$ cat src/hw/gcfg_pkg.sv
// constants of the global configuration register bank
// assumes a byte-wide register port driven by the processor interface logic
package gcfg_pkg;

  // ==========================================================================
  // register addresses
  localparam logic [8:0] ADDR_BANK_SEL  = 9'h000;
  localparam logic [8:0] ADDR_MCFG_ONE  = 9'h001;
  localparam logic [8:0] ADDR_MCFG_TWO  = 9'h002;
  localparam logic [8:0] ADDR_PLL_EN    = 9'h003;
  localparam logic [8:0] ADDR_IN_EN     = 9'h004;
  localparam logic [8:0] ADDR_OUT_EN_LO = 9'h005;
  localparam logic [8:0] ADDR_OUT_EN_HI = 9'h006;
  localparam logic [8:0] ADDR_GRP_ABC   = 9'h007;
  localparam logic [8:0] ADDR_GRP_DEF   = 9'h008;

  // ==========================================================================
  // writable bit masks, reserved bits read zero
  localparam logic [7:0] MASK_BANK_SEL  = 8'h80;
  localparam logic [7:0] MASK_MCFG_ONE  = 8'hEA;
  localparam logic [7:0] MASK_MCFG_TWO  = 8'hF7;
  localparam logic [7:0] MASK_PLL_EN    = 8'h03;
  localparam logic [7:0] MASK_IN_EN     = 8'h07;
  localparam logic [7:0] MASK_OUT_EN_LO = 8'hFF;
  localparam logic [7:0] MASK_OUT_EN_HI = 8'h03;
  localparam logic [7:0] MASK_GRP       = 8'h3F;
  localparam logic [7:0] RESET_VALUE    = 8'h00;

  // ==========================================================================
  // field positions
  localparam int BIT_BANK_SEL   = 7;
  localparam int BIT_SOFT_RST   = 7;
  localparam int BIT_HARD_RST   = 6;
  localparam int BIT_GLOBAL_STOP = 5;
  localparam int BIT_RING_OSC   = 3;
  localparam int BIT_OPEN_DRAIN = 1;
  localparam int BIT_DOUBLER    = 2;
  localparam int NUM_OUTPUTS    = 10;
  localparam int NUM_GROUPS     = 6;

  localparam logic [3:0] STOP_SRC_REG = 4'h1;

  typedef enum logic [1:0] {
    PIN_OFF     = 2'h0,
    PIN_CRYSTAL = 2'h1,
    PIN_OSC_IN  = 2'h2,
    PIN_UNUSED  = 2'h3
  } xtal_mode_t;

  typedef enum logic [1:0] {
    SRC_PLL1_INT  = 2'h0,
    SRC_PLL1_FRAC = 2'h1,
    SRC_PLL2_INT  = 2'h2,
    SRC_PLL2_FRAC = 2'h3
  } grp_src_t;

endpackage

$ cat src/hw/gcfg_ctl_if.sv
// bundle of register bank controls passed to the output decoder
// assumes one clock domain shared by both ends
`timescale 1ns/10ps
interface gcfg_ctl_if;
  logic [1:0]  grp_src [6];
  logic [9:0]  out_en;
  logic        global_stop;
  logic [9:0]  local_stop;
  logic [3:0]  stop_src [10];
  logic        pll1_bypass;
  logic        pll2_bypass;
  logic [3:0]  pll_sel [6];
  logic [9:0]  out_stop;
  logic [9:0]  out_run;
  modport regs (output grp_src, out_en, global_stop, local_stop, stop_src,
                pll1_bypass, pll2_bypass, input pll_sel, out_stop, out_run);
  modport dec  (input grp_src, out_en, global_stop, local_stop, stop_src,
                pll1_bypass, pll2_bypass, output pll_sel, out_stop, out_run);
endinterface

$ cat src/hw/gcfg_out_decode.sv
// combinational decode of group sources and per-output stop controls
// assumes inputs come from registers on the same clock
`timescale 1ns/10ps
module gcfg_out_decode
  import gcfg_pkg::*;
(
  gcfg_ctl_if.dec ctl
);

  // map output index to its group
  function automatic int grp_of(input int o);
    case (o)
      0, 1:    grp_of = 0;
      2:       grp_of = 1;
      3, 4:    grp_of = 2;
      5, 6:    grp_of = 3;
      7:       grp_of = 4;
      default: grp_of = 5;
    endcase
  endfunction

  // ==========================================================================
  // source select: one-hot int1, frac1, bypass1, int2/frac2/bypass2 in bit 3
  always_comb begin
    for (int g = 0; g < NUM_GROUPS; g++) begin
      case (grp_src_t'(ctl.grp_src[g]))
        SRC_PLL1_INT:  ctl.pll_sel[g] = 4'h1;
        SRC_PLL1_FRAC: ctl.pll_sel[g] = ctl.pll1_bypass ? 4'h4 : 4'h2;
        SRC_PLL2_INT:  ctl.pll_sel[g] = 4'h9;
        SRC_PLL2_FRAC: ctl.pll_sel[g] = ctl.pll2_bypass ? 4'hC : 4'hA;
        default:       ctl.pll_sel[g] = 4'h0;
      endcase
    end
  end

  // ==========================================================================
  always_comb begin
    for (int o = 0; o < NUM_OUTPUTS; o++) begin
      ctl.out_stop[o] = (ctl.stop_src[o] == STOP_SRC_REG) &&
                        (ctl.global_stop || ctl.local_stop[o]);
      ctl.out_run[o] = ctl.out_en[o] && !ctl.out_stop[o] &&
                       (ctl.pll_sel[grp_of(o)] != 4'h0);
    end
  end

endmodule // gcfg_out_decode

$ cat src/hw/gcfg_regs.sv
// global configuration register bank of a clock synthesizer
// assumes a byte register port from the processor interface, same clock
//
// How it works
// - bank bit 0 maps registers above address 0, bank bit 1 maps memory.
// - bank select register at address 0 is always reachable.
// - rom window select overrides the bank bit.
// - soft reset clears all but interface, reset bits, address register, status.
// - during soft reset no pin sampling and no boot launch.
// - hard reset clears config and bank select, resamples pins, starts boot when soft reset bit is clear.
// - global stop ORed with per-output stop for register stop source.
// - per-output stop bit stops output when stop source is register.
// - ring oscillator disable bit powers ring oscillator down.
// - open drain mode drives serial out low only.
// - monitor reference bits choose PLL1 or PLL2 feedback per input.
// - crystal pin mode decodes off, crystal, oscillator input, unused.
// - PLL enable bits 0 and 1 enable PLL1 and PLL2.
// - input enable bits 0..2 enable inputs 1..3.
// - output enable bits gate dividers, phase and start/stop logic.
// - group source codes pick PLL integer or fractional/bypass path.
// - group fields at bits 1:0, 3:2, 5:4 of two registers.
// - bypass bit chooses fractional divider or bypass path.
`timescale 1ns/10ps
module gcfg_regs
  import gcfg_pkg::*;
(
  input  wire logic       ref_clk,
  input  wire logic       reset_n,
  input  wire logic       reg_wr,
  input  wire logic       reg_rd,
  input  wire logic [8:0] reg_addr,
  input  wire logic [7:0] reg_wdata,
  input  wire logic       rom_window_select,
  input  wire logic       pll1_bypass,
  input  wire logic       pll2_bypass,
  input  wire logic [39:0] stop_source_select,
  input  wire logic [9:0] local_stop,
  input  wire logic       serial_out_data,
  input  wire logic       serial_out_active,
  output logic [7:0]      reg_rdata,
  output logic            mem_select,
  output logic            core_reset,
  output logic            pin_sample,
  output logic            boot_start,
  output logic            ring_osc_disable,
  output logic            serial_out_o,
  output logic            serial_out_oe,
  output logic [3:0]      monitor_ref,
  output logic            doubler_enable,
  output logic            crystal_drv_en,
  output logic            crystal_in_en,
  output logic            osc_in_en,
  output logic            pll1_enable,
  output logic            pll2_enable,
  output logic [2:0]      input_enable,
  output logic [9:0]      output_n_enable,
  output logic [23:0]     group_path_sel,
  output logic [9:0]      output_stop,
  output logic [9:0]      output_run
);

  // ==========================================================================
  // storage
  logic [7:0] bank_q;
  logic [7:0] mcfg_one_q;
  logic [7:0] mcfg_two_q;
  logic [7:0] pll_en_q;
  logic [7:0] in_en_q;
  logic [7:0] out_lo_q;
  logic [7:0] out_hi_q;
  logic [7:0] grp_abc_q;
  logic [7:0] grp_def_q;
  logic       soft_q;
  logic       hard_q;
  logic       hard_prev_q;
  logic       rx_s1_q;
  logic       rx_s2_q;
  logic       bypass1_s1_q;
  logic       bypass1_s2_q;
  logic       bypass2_s1_q;
  logic       bypass2_s2_q;
  logic       reg_space;
  logic       clear_cfg;
  logic [7:0] rdata_d;

  gcfg_ctl_if ctl ();

  // rom window wins over bank bit
  // bank bit picks registers or memory
  assign reg_space = !rom_window_select && !bank_q[BIT_BANK_SEL];
  // soft or hard reset clears config
  assign clear_cfg = soft_q || hard_q;

  // masked write helper
  function automatic logic [7:0] wmask(input logic [7:0] v, input logic [7:0] m);
    wmask = v & m;
  endfunction

  function automatic logic hit(input logic [8:0] a);
    hit = reg_wr && reg_space && (reg_addr == a);
  endfunction

  // ==========================================================================
  // bank select, outside the soft reset domain
  always_ff @(posedge ref_clk or negedge reset_n) begin
    if (!reset_n) begin
      bank_q <= RESET_VALUE;
    end else if (hard_q) begin
      bank_q <= RESET_VALUE;
    // address 0 reachable in any bank
    end else if (reg_wr && reg_addr == ADDR_BANK_SEL) begin
      bank_q <= wmask(reg_wdata, MASK_BANK_SEL);
    end
  end

  // ==========================================================================
  // reset bits: soft survives both, hard clears itself after one cycle
  always_ff @(posedge ref_clk or negedge reset_n) begin
    if (!reset_n) begin
      soft_q <= 1'b0;
      hard_q <= 1'b0;
    end else if (hit(ADDR_MCFG_ONE)) begin
      soft_q <= reg_wdata[BIT_SOFT_RST];
      hard_q <= reg_wdata[BIT_HARD_RST];
    end else begin
      hard_q <= 1'b0;
    end
  end

  // ==========================================================================
  // configuration registers
  always_ff @(posedge ref_clk or negedge reset_n) begin
    if (!reset_n) begin
      mcfg_one_q <= RESET_VALUE;
      mcfg_two_q <= RESET_VALUE;
      pll_en_q   <= RESET_VALUE;
      in_en_q    <= RESET_VALUE;
      out_lo_q   <= RESET_VALUE;
      out_hi_q   <= RESET_VALUE;
      grp_abc_q  <= RESET_VALUE;
      grp_def_q  <= RESET_VALUE;
    end else if (clear_cfg) begin
      // everything else held at reset value
      mcfg_one_q <= RESET_VALUE;
      mcfg_two_q <= RESET_VALUE;
      pll_en_q   <= RESET_VALUE;
      in_en_q    <= RESET_VALUE;
      out_lo_q   <= RESET_VALUE;
      out_hi_q   <= RESET_VALUE;
      grp_abc_q  <= RESET_VALUE;
      grp_def_q  <= RESET_VALUE;
    end else begin
      if (hit(ADDR_MCFG_ONE)) begin
        mcfg_one_q <= wmask(reg_wdata, MASK_MCFG_ONE & 8'h3F);
      end
      if (hit(ADDR_MCFG_TWO)) begin
        mcfg_two_q <= wmask(reg_wdata, MASK_MCFG_TWO);
      end
      if (hit(ADDR_PLL_EN)) begin
        pll_en_q <= wmask(reg_wdata, MASK_PLL_EN);
      end
      if (hit(ADDR_IN_EN)) begin
        in_en_q <= wmask(reg_wdata, MASK_IN_EN);
      end
      if (hit(ADDR_OUT_EN_LO)) begin
        out_lo_q <= wmask(reg_wdata, MASK_OUT_EN_LO);
      end
      if (hit(ADDR_OUT_EN_HI)) begin
        out_hi_q <= wmask(reg_wdata, MASK_OUT_EN_HI);
      end
      if (hit(ADDR_GRP_ABC)) begin
        grp_abc_q <= wmask(reg_wdata, MASK_GRP);
      end
      if (hit(ADDR_GRP_DEF)) begin
        grp_def_q <= wmask(reg_wdata, MASK_GRP);
      end
    end
  end

  // ==========================================================================
  // read mux
  always_comb begin
    rdata_d = RESET_VALUE;
    if (reg_addr == ADDR_BANK_SEL) begin
      rdata_d = bank_q;
    end else if (reg_space) begin
      case (reg_addr)
        ADDR_MCFG_ONE:  rdata_d = mcfg_one_q | {soft_q, hard_q, 6'h00};
        ADDR_MCFG_TWO:  rdata_d = mcfg_two_q;
        ADDR_PLL_EN:    rdata_d = pll_en_q;
        ADDR_IN_EN:     rdata_d = in_en_q;
        ADDR_OUT_EN_LO: rdata_d = out_lo_q;
        ADDR_OUT_EN_HI: rdata_d = out_hi_q;
        ADDR_GRP_ABC:   rdata_d = grp_abc_q;
        ADDR_GRP_DEF:   rdata_d = grp_def_q;
        default:        rdata_d = RESET_VALUE;
      endcase
    end
  end

  always_ff @(posedge ref_clk or negedge reset_n) begin
    if (!reset_n) begin
      reg_rdata  <= RESET_VALUE;
      mem_select <= 1'b0;
    end else begin
      if (reg_rd) begin
        reg_rdata <= rdata_d;
      end
      mem_select <= !reg_space;
    end
  end

  // ==========================================================================
  // reset sequencing
  always_ff @(posedge ref_clk or negedge reset_n) begin
    if (!reset_n) begin
      hard_prev_q <= 1'b1;
      core_reset  <= 1'b1;
      pin_sample  <= 1'b0;
      boot_start  <= 1'b0;
    end else begin
      hard_prev_q <= hard_q;
      core_reset  <= clear_cfg;
      // no sampling or boot while soft reset
      // hard reset release resamples and boots
      pin_sample  <= hard_prev_q && !hard_q && !soft_q;
      boot_start  <= hard_prev_q && !hard_q && !soft_q;
    end
  end

  // ==========================================================================
  // synchronisers for signals from other logic outside this clock
  always_ff @(posedge ref_clk or negedge reset_n) begin
    if (!reset_n) begin
      rx_s1_q      <= 1'b0;
      rx_s2_q      <= 1'b0;
      bypass1_s1_q <= 1'b0;
      bypass1_s2_q <= 1'b0;
      bypass2_s1_q <= 1'b0;
      bypass2_s2_q <= 1'b0;
    end else begin
      rx_s1_q      <= serial_out_data;
      rx_s2_q      <= rx_s1_q;
      bypass1_s1_q <= pll1_bypass;
      bypass1_s2_q <= bypass1_s1_q;
      bypass2_s1_q <= pll2_bypass;
      bypass2_s2_q <= bypass2_s1_q;
    end
  end

  // ==========================================================================
  // serial data pin driver
  always_ff @(posedge ref_clk or negedge reset_n) begin
    if (!reset_n) begin
      serial_out_o  <= 1'b0;
      serial_out_oe <= 1'b0;
    end else if (mcfg_one_q[BIT_OPEN_DRAIN]) begin
      serial_out_o  <= 1'b0;
      serial_out_oe <= serial_out_active && !rx_s2_q;
    end else begin
      serial_out_o  <= rx_s2_q;
      serial_out_oe <= serial_out_active;
    end
  end

  // ==========================================================================
  // decoder wiring
  assign ctl.grp_src[0]  = grp_abc_q[1:0];
  assign ctl.grp_src[1]  = grp_abc_q[3:2];
  assign ctl.grp_src[2]  = grp_abc_q[5:4];
  assign ctl.grp_src[3]  = grp_def_q[1:0];
  assign ctl.grp_src[4]  = grp_def_q[3:2];
  assign ctl.grp_src[5]  = grp_def_q[5:4];
  assign ctl.out_en      = {out_hi_q[1:0], out_lo_q};
  assign ctl.global_stop = mcfg_one_q[BIT_GLOBAL_STOP];
  assign ctl.local_stop  = local_stop;
  assign ctl.pll1_bypass = bypass1_s2_q;
  assign ctl.pll2_bypass = bypass2_s2_q;
  for (genvar i = 0; i < NUM_OUTPUTS; i++) begin : g_src
    assign ctl.stop_src[i] = stop_source_select[4*i +: 4];
  end

  gcfg_out_decode u_dec (
    .ctl (ctl)
  );

  // ==========================================================================
  // registered control outputs
  always_ff @(posedge ref_clk or negedge reset_n) begin
    if (!reset_n) begin
      ring_osc_disable <= 1'b0;
      monitor_ref      <= 4'h0;
      doubler_enable   <= 1'b0;
      crystal_drv_en   <= 1'b0;
      crystal_in_en    <= 1'b0;
      osc_in_en        <= 1'b0;
      pll1_enable      <= 1'b0;
      pll2_enable      <= 1'b0;
      input_enable     <= 3'h0;
      output_n_enable  <= 10'h000;
      group_path_sel   <= 24'h000000;
      output_stop      <= 10'h000;
      output_run       <= 10'h000;
    end else begin
      ring_osc_disable <= mcfg_one_q[BIT_RING_OSC];
      monitor_ref      <= mcfg_two_q[7:4];
      doubler_enable   <= mcfg_two_q[BIT_DOUBLER];
      crystal_drv_en   <= xtal_mode_t'(mcfg_two_q[1:0]) == PIN_CRYSTAL;
      crystal_in_en    <= xtal_mode_t'(mcfg_two_q[1:0]) == PIN_CRYSTAL;
      osc_in_en        <= xtal_mode_t'(mcfg_two_q[1:0]) == PIN_OSC_IN;
      pll1_enable      <= pll_en_q[0];
      pll2_enable      <= pll_en_q[1];
      input_enable     <= in_en_q[2:0];
      output_n_enable  <= ctl.out_en;
      group_path_sel   <= {ctl.pll_sel[5], ctl.pll_sel[4], ctl.pll_sel[3],
                           ctl.pll_sel[2], ctl.pll_sel[1], ctl.pll_sel[0]};
      output_stop      <= ctl.out_stop;
      output_run       <= ctl.out_run;
    end
  end

endmodule // gcfg_regs

$ cat config.mk
export PLATFORM = sky130hd
export DESIGN_NAME = gcfg_regs
export DESIGN_NICKNAME = d
export VERILOG_FILES = /design/src/hw/gcfg_pkg.sv /design/src/hw/gcfg_ctl_if.sv /design/src/hw/gcfg_out_decode.sv /design/src/hw/gcfg_regs.sv
export SDC_FILE = /design/constraint.sdc
export NUM_CORES = 1
export LEC_CHECK = 0
export BUFFER_PORTS_ARGS = -buffer_cell sky130_fd_sc_hd__buf_2
export CORE_MARGIN = 4
export CORE_UTILIZATION = 50
export CTS_CLUSTER_DIAMETER = 200
export CTS_CLUSTER_SIZE = 12
export DETAILED_ROUTE_END_ITERATION = 10
export GPL_TIMING_DRIVEN = 0
export PLACE_DENSITY = 0.79
export SLEW_MARGIN = 10
export SYNTH_ARGS = -nofsm -noshare
export SYNTH_HDL_FRONTEND = slang
export SYNTH_SLANG_ARGS = --single-unit
$ cat constraint.sdc
create_clock -name ref_clk -period 2.25 [get_ports ref_clk]
set_input_delay 0.675 -clock ref_clk [delete_from_list [all_inputs] [get_ports ref_clk]]
set_output_delay 0.675 -clock ref_clk [all_outputs]
set_load 0.03 [all_outputs]
After elaboration in Yosys (flattened, before gate mapping)
Cells that the tools add are included.

Bits in registers: 161. Input port bits: 76. Output and inout bits: 82. Logic and storage cells: 200.

Equal/unequal tests: 38. Muxes and demuxes: 32. Bitwise operators: 1. Reduce and logical (&&, ||, !) cells: 93.

Operators with widths (number): 8-bit two-way mux (20); 4-bit case mux with 4 select lines (6); 8-bit case mux with 8 select lines (1); 1-bit logical AND (44); 4-bit by 1-bit == test with 1-bit output, second input constant (10); 9-bit by 3-bit == test with 1-bit output, second input constant (4); 2-bit == test, second input constant (13); 4-bit nonzero test (6); 9-bit by 2-bit == test with 1-bit output, second input constant (2); 2-bit nonzero test (9); 1-bit logical NOT (16); 2-bit by 1-bit == test with 1-bit output, second input constant (7); 2-bit logical NOT (6); 1-bit logical OR (11); 9-bit by 1-bit == test with 1-bit output, second input constant (1); 9-bit by 4-bit == test with 1-bit output, second input constant (1); 9-bit logical NOT (1); 8-bit OR (1); 3-bit two-way mux (2); 1-bit two-way mux (3).

Depth between registers and ports, before layout
Gate-level depths: netlist of the first run.

Word-level depth: 6. Gate-level depth with buffers: 7. Mapped depth without buffers: 5.

Cells and area by module
A second synthesis of the first run with hierarchy kept.

Cell total of the unflattened synthesis: 399. Area total of the unflattened synthesis: 5091.1 µm².

By module, submodules not included: gcfg_regs (instances 1, cells an instance 329, area an instance 4575.6 µm², seq. area each 3180.6 µm²); gcfg_out_decode (instances 1, cells an instance 70, area an instance 515.5 µm², seq. area each 0.0 µm²).

Least setup slack after synthesis of the first run
Ideal clock, no wire load.

Kind: input -> register. Start: input port rom_window_select. End: register mcfg_one_q[1]. Library setup time: 136 ps. Arrival time: 1854 ps. Required time: 2114 ps. Setup slack: 259 ps. Cell stages on the path: 5. Path buffers: 0. Cells stage by stage: nor2_1 > nand4_4 > or4_1 > nand2_1 > a21oi_1.

Cells in the longest elaborated chain, start to end: 5.

Ends and longest elaborated chain: start, declared (RTL line gcfg_regs.sv:33) `input wire logic rom_window_select,`; 1-bit logical NOT (RTL line gcfg_regs.sv:90) `assign reg_space = !rom_window_select && !bank_q[BIT_BANK_SEL];`; 1-bit logical AND (RTL line gcfg_regs.sv:90); 1-bit logical AND (2 in series) (RTL line gcfg_regs.sv:100) `hit = reg_wr && reg_space && (reg_addr == a);`; 2-bit nonzero test (no line); end signal, assigned (RTL line gcfg_regs.sv:154) `mcfg_one_q <= wmask(reg_wdata, MASK_MCFG_ONE & 8'h3F);`; end, declared (RTL line gcfg_regs.sv:65) `logic [7:0] mcfg_one_q;`.

No other way between the ends. A chain may end at the register's enable or synchronous reset.

Worst setup path after layout of the first run
Start: register bank_q[7]. End: register grp_def_q[4].

Cells in the longest elaborated chain, start to end: 5.

Ends and longest elaborated chain: start, declared (RTL line gcfg_regs.sv:64) `logic [7:0] bank_q;`; start signal, assigned (RTL line gcfg_regs.sv:112) `bank_q <= wmask(reg_wdata, MASK_BANK_SEL);`; 1-bit logical NOT (RTL line gcfg_regs.sv:90); 1-bit logical AND (RTL line gcfg_regs.sv:90); 1-bit logical AND (2 in series) (RTL line gcfg_regs.sv:100); 2-bit nonzero test (no line); end signal, assigned (RTL line gcfg_regs.sv:175) `grp_def_q <= wmask(reg_wdata, MASK_GRP);`; end, declared (RTL line gcfg_regs.sv:72) `logic [7:0] grp_def_q;`.

No other way between the ends.

==> results.json, run 1 <==
{
  "hold_buffers": 0,
  "drive_above_1_share_pct": 36.03,
  "path_max_fanout": 10,
  "path_clk_slew_ns": 0.06,
  "drtIter0Drc": 175,
  "clk-insertion-delay-late_ns": 0.51,
  "fin_skew_ns": 0.01090,
  "dr.pass1.iters": 7,
  "portBuffers": 155,
  "final_core_util_pct": 68.84,
  "holdWs_ns": 0.1269,
  "clock_power_share_pct": 50.0,
  "max_slew_margin_pct": 58.02,
  "combPwrFrac_pct": 5.7,
  "r2r-start": "bank_q[7]$_DFFE_PN0P_",
  "yosysSeqAreaShare_pct": 64.47,
  "grt_pass1_vias": 3940,
  "cts_num_sinks": 127,
  "synth_top_area_share_pct": 63.40,
  "netlist_area_sq_mm": 0.004933,
  "slew_violations": 0,
  "syn_avg_cell_area_sq_um": 12.15,
  "p_int_mw": 4.020,
  "synth-async-reset-ratio_pct": 100.0,
  "cp-start-kind": "flop",
  "peakVddDrop_mv": 0.4584,
  "max_freq_mhz": 505.7,
  "vias": 3779,
  "critPathArrivalTime_ns": 2.34,
  "synth-edff-count": 0,
  "clockRootBuffer": "clkbuf_8",
  "antenna_found_initial": 0,
  "wl_per_cell_um": 17.91,
  "maxCapViolations": 0,
  "setup_violations": 0,
  "sw_frac_of_total_pct": 23.99,
  "crit_path_end_kind": "flop",
  "htree_num_levels": 4,
  "core_sq_mm": 0.009415,
  "finalWeightedCongestion": 0.8828,
  "finalCriticalPeriod_ns": 1.977,
  "syn_nets": 482,
  "fp.dieW_um": 107.3,
  "fin_tns_setup_ns": 0,
  "row_count": 35,
  "rsz0062_at_grt": "no",
  "reg2regPathDepth": 6,
  "grt_pass1_wl_mm": 20.46,
  "hold_class": "in2async",
  "synth_cell_types": 48,
  "grtUsageTotal_pct": 23.42,
  "power.density_mw_per_mm2": 816.0,
  "fin_crit_sh_pct": 87.89,
  "r2r_end": "grp_def_q[4]$_DFFE_PN0P_",
  "setup_ws_ns": 0.2725,
  "yosysTopAreaCell": "dfrtp_1",
  "routed_wl_mm": 12.95,
  "clockBufferDepth": 2,
  "power_switching_mw": 1.269,
  "r2r_slack_ns": 0.27,
  "diodes": 0,
  "hold_violations": 0,
  "crit_type": "reg2reg",
  "chipHeight_um": 107.3,
  "cp-endpoint": "grp_def_q[4]$_DFFE_PN0P_",
  "yosysWarnings": 0,
  "initial_core_util_pct": 52.40,
  "synthToLayoutAreaGrowth_pct": 31.37,
  "worst_slew_pin_slew_ns": 0.6298,
  "post-cts-setup-buffers": 0,
  "viasPerCell": 5.227,
  "synth_common_cells": "125 x dfrtp_1, 38 x nand2_1, 37 x nor2_1, 31 x mux2i_1, 24 x a21oi_1",
  "seqPwrFrac_pct": 44.3,
  "power.total_mw": 5.289,
  "synthCells": 406,
  "yosysMostFrequentCell": "dfrtp_1",
  "overflow": 0,
  "status": "complete, no violations",
  "startpoint": "bank_q[7]$_DFFE_PN0P_",
  "dieArea_sq_mm": 0.01152,
  "antenna_left": 0,
  "fin_nets": 657,
  "yosys_register_bits": 127,
  "nFillCells": 717,
  "pin_count": 158,
  "dp_slack_ns": -0.08352,
  "drc": 0,
  "synth-main-ff-cell": "dfrtp_1",
  "cts_buffers": 17,
  "synth_area_leaders": "dfrtp_1 63%, mux2i_1 6.3%, nand2_1 2.9%",
  "crit_required_ns": 2.61,
  "place_hpwl_mm": 9.313,
  "cts_resized": 0,
  "grt_max_degree": 69,
  "leakagePower_nw": 3.306,
  "cts_tree": "yes"
}
-- flip-flops by register name, summed over array words and instances, names as in the netlist, 4 cells and up --
| name | count |
|---|---|
| output_run | 10 |
| grp_abc_q | 6 |
| monitor_ref | 4 |
| mcfg_two_q | 7 |
| reg_rdata | 8 |
| output_stop | 10 |
| out_lo_q | 8 |
| group_path_sel | 24 |
| grp_def_q | 6 |
| output_n_enable | 10 |
-- placed cells by master (no fill, tap or decap), types with 7 or more instances in the layout --
cell / Yosys / layout
clkbuf_1: 14 / 15
nor2_1: 37 / 37
o21ai_0: 10 / 10
and2_1: 7 / 7
nor2b_1: 15 / 15
o21a_1: 10 / 10
a21oi_1: 24 / 24
inv_1: 10 / 10
nand2_1: 38 / 38
nor4b_1: 10 / 10
buf_2: 5 / 159
clkbuf_16: 0 / 16
dfrtp_1: 125 / 125
mux2i_1: 31 / 31
-- cell type report --
type / instances / area [sq um] / area share [%]
timing repair buffer: 156 / 809.5 / 12.49
tap: 129 / 161.4 / 2.490
inverter: 10 / 37.54 / 0.5792
clock inverter: 14 / 158.9 / 2.452
sequential: 127 / 3181 / 49.07
multi-input combinational: 245 / 1608 / 24.81
clock buffer: 18 / 417.9 / 6.448
buffer: 24 / 107.6 / 1.660
-- power groups by stage --
stage	Combinational [mW]	Clock [mW]	Sequential, mW
4_1_cts	0.307	2.69	2.34
2_1_floorplan	0.0875	0	2.42
5_1_grt	0.332	2.80	2.34
3_5_place_dp	0.305	0	2.38
6_report	0.303	2.65	2.34
3_3_place_gp	0.292	0	2.38
-- per-layer routing --
metal	global-route usage, %	vias up	part of all wire [%]	wire length, um
li1	-	1753	-	-
met1	30.77	1823	42	5381
met2	39.01	190	49	6314
met3	5.699	13	8.5	1102
met4	6.673	0	1.1	148
met5	0	-	0	0
-- cell families (layout without fill, tap and decap cells) --
group	after synthesis	in the layout	share of synthesized area, %
flops	127	127	64.47
xor+xnor	1	1	0.1776
buf+inv	34	222	2.942
mux	33	33	6.746
compound gates	67	67	8.876
simple gates	144	144	16.79
-- critical path, stage by stage, from the launching register on --
cell     delay (ns)
dfrtp_1        0.40
nor2_1         0.30
nand4_4        0.29
buf_2          0.29
nor2_4         0.26
mux2i_1        0.23
nor2_1         0.06
-- how the worst min path moves through the flow --
stage / from / end / slack [ns] / cells after the start
finish: reset_n / output_stop[9]$_DFF_PN0_ / 0.13 / 1
global route: reset_n / output_stop[9]$_DFF_PN0_ / 0.16 / 1
CTS: reset_n / output_stop[9]$_DFF_PN0_ / 0.13 / 1
detailed placement: bypass2_s1_q$_DFF_PN0_ / bypass2_s2_q$_DFF_PN0_ / 0.33 / 0
global placement: bypass1_s1_q$_DFF_PN0_ / bypass1_s2_q$_DFF_PN0_ / 0.34 / 0
floorplan: bypass1_s1_q$_DFF_PN0_ / bypass1_s2_q$_DFF_PN0_ / 0.33 / 0
-- stage by stage --
| stage | instances | cell area (sq um) |
|---|---|---|
| after floorplan | 406 | 4933 |
| after global placement | 690 | 5871 |
| after detailed placement | 691 | 5904 |
| after CTS | 723 | 6481 |
| after global routing | 723 | 6481 |
| final | 723 | 6481 |
Note: power is estimated with default switching activity, not from simulation.
==> inputs of run 2 (changes only) <==
--- a/config.mk
+++ b/config.mk
@@ -6,8 +6,10 @@
 export NUM_CORES = 1
 export LEC_CHECK = 0
 export BUFFER_PORTS_ARGS = -buffer_cell sky130_fd_sc_hd__buf_2
+export CELL_PAD_IN_SITES_DETAIL_PLACEMENT = 0
+export CELL_PAD_IN_SITES_GLOBAL_PLACEMENT = 1
 export CORE_MARGIN = 4
-export CORE_UTILIZATION = 50
+export CORE_UTILIZATION = 39
 export CTS_CLUSTER_DIAMETER = 200
 export CTS_CLUSTER_SIZE = 12
 export DETAILED_ROUTE_END_ITERATION = 10
==> run 2 against run 1 <==
Net effect:
- worst hold slack gained 0.045 ns
- clock skew shrank 0.0040 ns
- combinational power is essentially flat
- fmax grew 0.35%
- die area grew 26%
- power shrank 1.4%
- global-route usage shrank 4.6 points
- cell count grew 5.4%
- worst setup slack gained 0.0069 ns
- clock-buffer cell count grew 7
==> results.json, run 2 (synthesis results as in run 1) <==
{
  "wl_per_cell_um": 17.23,
  "seqPwrFrac_pct": 44.9,
  "peakVddDrop_mv": 0.4499,
  "path_max_fanout": 10,
  "cts_tree": "yes",
  "clk-insertion-delay-late_ns": 0.41,
  "place_hpwl_mm": 9.573,
  "finalCriticalPeriod_ns": 1.971,
  "hold_violations": 0,
  "portBuffers": 155,
  "fin_tns_setup_ns": 0,
  "clock_power_share_pct": 49.3,
  "vias": 3741,
  "largest_register": "group_path_sel",
  "placed_area_sq_mm": 0.005953,
  "diodes": 0,
  "overflow": 0,
  "status": "complete, no violations",
  "drtIter0Drc": 337,
  "fin_nets": 657,
  "clockRootBuffer": "clkbuf_16",
  "final_cell_area_sq_mm": 0.006506,
  "crit_required_ns": 2.52,
  "drive_above_1_share_pct": 35.02,
  "crit_type": "reg2reg",
  "leakagePower_nw": 3.293,
  "max_slew_margin_pct": 59.82,
  "dieArea_sq_mm": 0.01451,
  "crit_path_end_kind": "flop",
  "cts_resized": 0,
  "htree_num_levels": 4,
  "dr.pass1.iters": 4,
  "layout_common_cells": "159 x buf_2, 125 x dfrtp_1, 38 x nand2_1",
  "final_core_util_pct": 53.28,
  "r2r_slack_ns": 0.28,
  "antenna_left": 0,
  "max_freq_mhz": 507.5,
  "dp.cells": 730,
  "routed_wl_mm": 13.13,
  "grt_max_degree": 87,
  "grt_pass1_wl_mm": 20.69,
  "hold_buffers": 0,
  "clockBufferDepth": 2,
  "holdWs_ns": 0.1715,
  "power_switching_mw": 1.138,
  "setup_violations": 0,
  "p_int_mw": 4.076,
  "finalWeightedCongestion": 0.8775,
  "grtUsageTotal_pct": 18.80,
  "viasPerCell": 4.909,
  "grt_pass1_vias": 3819,
  "combPwrFrac_pct": 5.8,
  "instances_no_fill": 762,
  "final_common_cell": "buf_2",
  "row_count": 40,
  "cts_buffers": 17,
  "cp-start-kind": "flop",
  "startpoint": "bank_q[7]$_DFFE_PN0P_",
  "post-cts-setup-buffers": 0,
  "cts_num_sinks": 127,
  "critPathArrivalTime_ns": 2.24,
  "drc": 0,
  "r2r_end": "grp_def_q[4]$_DFFE_PN0P_",
  "maxCapViolations": 0,
  "fin_crit_sh_pct": 87.58,
  "power.total_mw": 5.214,
  "core_sq_mm": 0.01221,
  "largest_reg_flops": 24,
  "initial_core_util_pct": 40.40,
  "rsz0062_at_grt": "no",
  "sw_frac_of_total_pct": 21.83,
  "pin_count": 158,
  "synthToLayoutAreaGrowth_pct": 31.88,
  "r2r-start": "bank_q[7]$_DFFE_PN0P_",
  "setup_ws_ns": 0.2795,
  "fin_skew_ns": 0.006937,
  "path_clk_slew_ns": 0.06,
  "hold_class": "in2async",
  "dp_slack_ns": -0.1279,
  "slew_violations": 0,
  "chipHeight_um": 120.5,
  "power.density_mw_per_mm2": 801.3,
  "reg2regPathDepth": 6,
  "antenna_found_initial": 0,
  "worst_slew_pin_slew_ns": 0.6028,
  "fp.dieW_um": 120.5
}
-- run 2: cell count changes in the layout (fill, tap and decap cells not counted), sizes merged --
cell    delta
inv        -4
clkbuf     +7
clkinv     -3
-- run 2: power groups by stage --
stage	sequential [mW]	clock, mW	combinational, mW
floorplan	2.42	0	0.0875
global placement	2.38	0	0.293
detailed placement	2.38	0	0.307
CTS	2.34	2.62	0.307
global route	2.35	2.72	0.333
finish	2.34	2.57	0.303
-- run 2: how the worst max path moves through the flow --
stage / endpoint / slack, ns
after floorplan: mcfg_one_q[1]$_DFFE_PN0P_ / 0.26
after global placement: rx_s2_q$_DFF_PN0_ / -1.08
after detailed placement: grp_def_q[4]$_DFFE_PN0P_ / -0.13
after CTS: grp_def_q[4]$_DFFE_PN0P_ / 0.24
after global routing: out_lo_q[5]$_DFFE_PN0P_ / 0.11
final: grp_def_q[4]$_DFFE_PN0P_ / 0.28
-- run 2: per-layer routing --
metal	up-vias	wire (um)	GRT usage, %
li1	1746	-	-
met1	1835	5569	25.28
met2	145	6274	29.41
met3	15	1117	5.239
met4	0	167	6.586
met5	-	0	0
-- run 2: cell type report --
type                       count  area, sq um
inverter                      10        37.54
tap                          168        210.2
clock inverter                 7        87.58
sequential                   127         3181
buffer                        24        107.6
timing repair buffer         156        809.5
fill                        1071         5705
clock buffer                  25        465.4
multi-input combinational    245         1608
-- run 2: worst max-delay path: stages (launching register included) --
cell and delay [ns]:
dfrtp_1 0.39, nor2_1 0.30, nand4_4 0.28, buf_2 0.29, nor2_4 0.25, mux2i_1 0.26, nor2_1 0.06
==> inputs of run 3 (changes only) <==
--- a/config.mk
+++ b/config.mk
@@ -5,11 +5,13 @@
 export SDC_FILE = /design/constraint.sdc
 export NUM_CORES = 1
 export LEC_CHECK = 0
-export BUFFER_PORTS_ARGS = -buffer_cell sky130_fd_sc_hd__buf_2
+export BUFFER_PORTS_ARGS = -buffer_cell sky130_fd_sc_hd__buf_4
+export CAP_MARGIN = 0
 export CELL_PAD_IN_SITES_DETAIL_PLACEMENT = 0
 export CELL_PAD_IN_SITES_GLOBAL_PLACEMENT = 1
 export CORE_MARGIN = 4
 export CORE_UTILIZATION = 39
+export CTS_BUF_LIST = sky130_fd_sc_hd__clkbuf_16
 export CTS_CLUSTER_DIAMETER = 200
 export CTS_CLUSTER_SIZE = 12
 export DETAILED_ROUTE_END_ITERATION = 10
==> run 3 against run 2 <==
Net effect:
- worst hold slack improved by 0.0074 ns
- global-route usage rose by 0.058 points
- sequential power barely moved
- worst setup slack got worse by 0.039 ns
==> results.json, run 3 (synthesis results as in run 1) <==
{
  "chipHeight_um": 120.5,
  "hold_buffers": 0,
  "highest_layer": "met4",
  "clk-insertion-delay-late_ns": 0.42,
  "path_max_fanout": 10,
  "fin_nets": 657,
  "drtIter0Drc": 364,
  "path_clk_slew_ns": 0.06,
  "grt_max_degree": 84,
  "grt_pass1_wl_mm": 20.91,
  "dieArea_sq_mm": 0.01451,
  "setup_violations": 0,
  "instances_no_fill": 762,
  "final_common_cell": "buf_4",
  "dr.pass1.iters": 5,
  "slew_violations": 0,
  "grt_pass1_vias": 3907,
  "hold_violations": 0,
  "clockBufferDepth": 2,
  "post-cts-setup-buffers": 0,
  "pin_count": 158,
  "diodes": 0,
  "routed_wl_mm": 13.32,
  "portBuffers": 155,
  "viasPerCell": 4.948,
  "maxCapViolations": 0,
  "drive_above_1_share_pct": 35.52,
  "place_hpwl_mm": 9.747,
  "wl_per_cell_um": 17.48,
  "leakagePower_nw": 3.397,
  "cts_num_sinks": 127,
  "nFillCells": 1108,
  "largest_register": "group_path_sel",
  "met2_wirelength_mm": 6.268,
  "cp_slowest_stage_delay_ns": 0.40,
  "crit_path_end_kind": "flop",
  "rsz0062_at_grt": "no",
  "fin_skew_ns": 0.005429,
  "finalWeightedCongestion": 0.8801,
  "seqCellArea_sq_mm": 0.003181,
  "htree_num_levels": 4,
  "antenna_left": 0,
  "drc": 0,
  "crit_required_ns": 2.53,
  "hold_class": "in2async",
  "dp.cells": 730,
  "max_freq_mhz": 497.7,
  "wl_met3_mm": 1.246,
  "status": "complete, no violations",
  "overflow": 0,
  "crit_type": "reg2reg",
  "r2r_slack_ns": 0.24,
  "critPathMostFrequentCell": "nor2_1",
  "critPathArrivalTime_ns": 2.29,
  "cts_resized": 0,
  "antenna_found_initial": 0,
  "max_slew_margin_pct": 58.89,
  "fin_crit_sh_pct": 89.30,
  "multiInputGateArea_sq_mm": 0.001608,
  "initial_core_util_pct": 40.40,
  "worst_slew_pin_slew_ns": 0.6166,
  "grtUsageTotal_pct": 18.86,
  "layout_common_cells": "157 x buf_4, 125 x dfrtp_1, 38 x nand2_1",
  "finalCriticalPeriod_ns": 2.009,
  "vias": 3770,
  "worst_path_max_delay_cell": "dfrtp_1",
  "largest_reg_flops": 24,
  "cp-start-kind": "flop",
  "wl_met1_mm": 5.624,
  "synthToLayoutAreaGrowth_pct": 41.16,
  "crit_chain": "nor2_1 > nand4_4 > buf_2 > nor3_4 > mux2i_1 > nor2_1",
  "clockRootBuffer": "clkbuf_16",
  "power.total_mw": 5.587,
  "fp.dieW_um": 120.5,
  "cts_tree": "yes",
  "peakVddDrop_mv": 0.5386,
  "row_count": 40,
  "power.density_mw_per_mm2": 802.2,
  "core_sq_mm": 0.01221,
  "cts_buffers": 17
}
run 3: changes by cell type in the layout (fill, tap and decap cells not counted):
cell        delta
inv_1          +1
buf_2        -154
clkbuf_8       -1
buf_4        +154
clkinvlp_4     +1
clkinv_1       +3
clkbuf_1       -7
bufinv_16      +3
run 3: layout make-up:
| type | count | share of cell area, % |
|---|---|---|
| flip-flops and latches | 127 | 45.67 |
| multi-input cells | 245 | 23.09 |
| repair buffers | 156 | 17.16 |
| clock buffers | 17 | 6.109 |
| well taps | 168 | 3.018 |
| clock inverters | 15 | 2.875 |
| plain buffers | 24 | 1.545 |
| inverters | 10 | 0.5390 |
run 3: path summary, 6_finish.rpt:
kind / from / end / cells past startpoint
worst max-delay path: bank_q[7]$_DFFE_PN0P_ / out_hi_q[1]$_DFFE_PN0P_ / 6
worst min-delay path: reset_n / output_n_enable[3]$_DFF_PN0_ / 1
min in group ref_clk: bypass1_s1_q$_DFF_PN0_ / bypass1_s2_q$_DFF_PN0_ / 0
worst max register to register: bank_q[7]$_DFFE_PN0P_ / out_hi_q[1]$_DFFE_PN0P_ / 6
max in group asynchronous: reset_n / out_lo_q[7]$_DFFE_PN0P_ / 2
worst min register to register: bypass1_s1_q$_DFF_PN0_ / bypass1_s2_q$_DFF_PN0_ / 0
run 3: metrics by stage:
step	utilization [%]	hold slack (ns)	instance area [sq um]	setup TNS, ns	setup slack [ns]
2_1_floorplan	-	0.3312	4933	0	0.2592
3_3_place_gp	51.65	0.3365	6307	-1.562	-0.09680
3_5_place_dp	51.91	0.3433	6339	-2.818	-0.1233
4_1_cts	57.03	0.1819	6964	0	0.2359
5_1_grt	57.03	0.2081	6964	0	0.09641
6_report	57.03	0.1790	6964	0	0.2409
run 3: power breakdown:
group          leakage, nW  internal, mW  total, mW  switching [mW]
Combinational         1.38         0.150      0.348           0.198
Sequential            1.71          2.32       2.34          0.0225
Clock                0.306          1.94       2.89           0.958
run 3: layer usage:
layer  global-route usage, %  vias up
li1                        -     1746
met1                   24.97     1844
met2                   29.34      164
met3                   6.361       16
met4                   6.161        0
met5                       0        -
run 3: worst max-delay path, delay by kind of cell, from the launching register on:
kind | cells | cell delay, ns
AND/OR/NAND/NOR | 4 | 0.94
flip-flops | 1 | 0.40
buffers and inverters | 1 | 0.29
multiplexers | 1 | 0.23
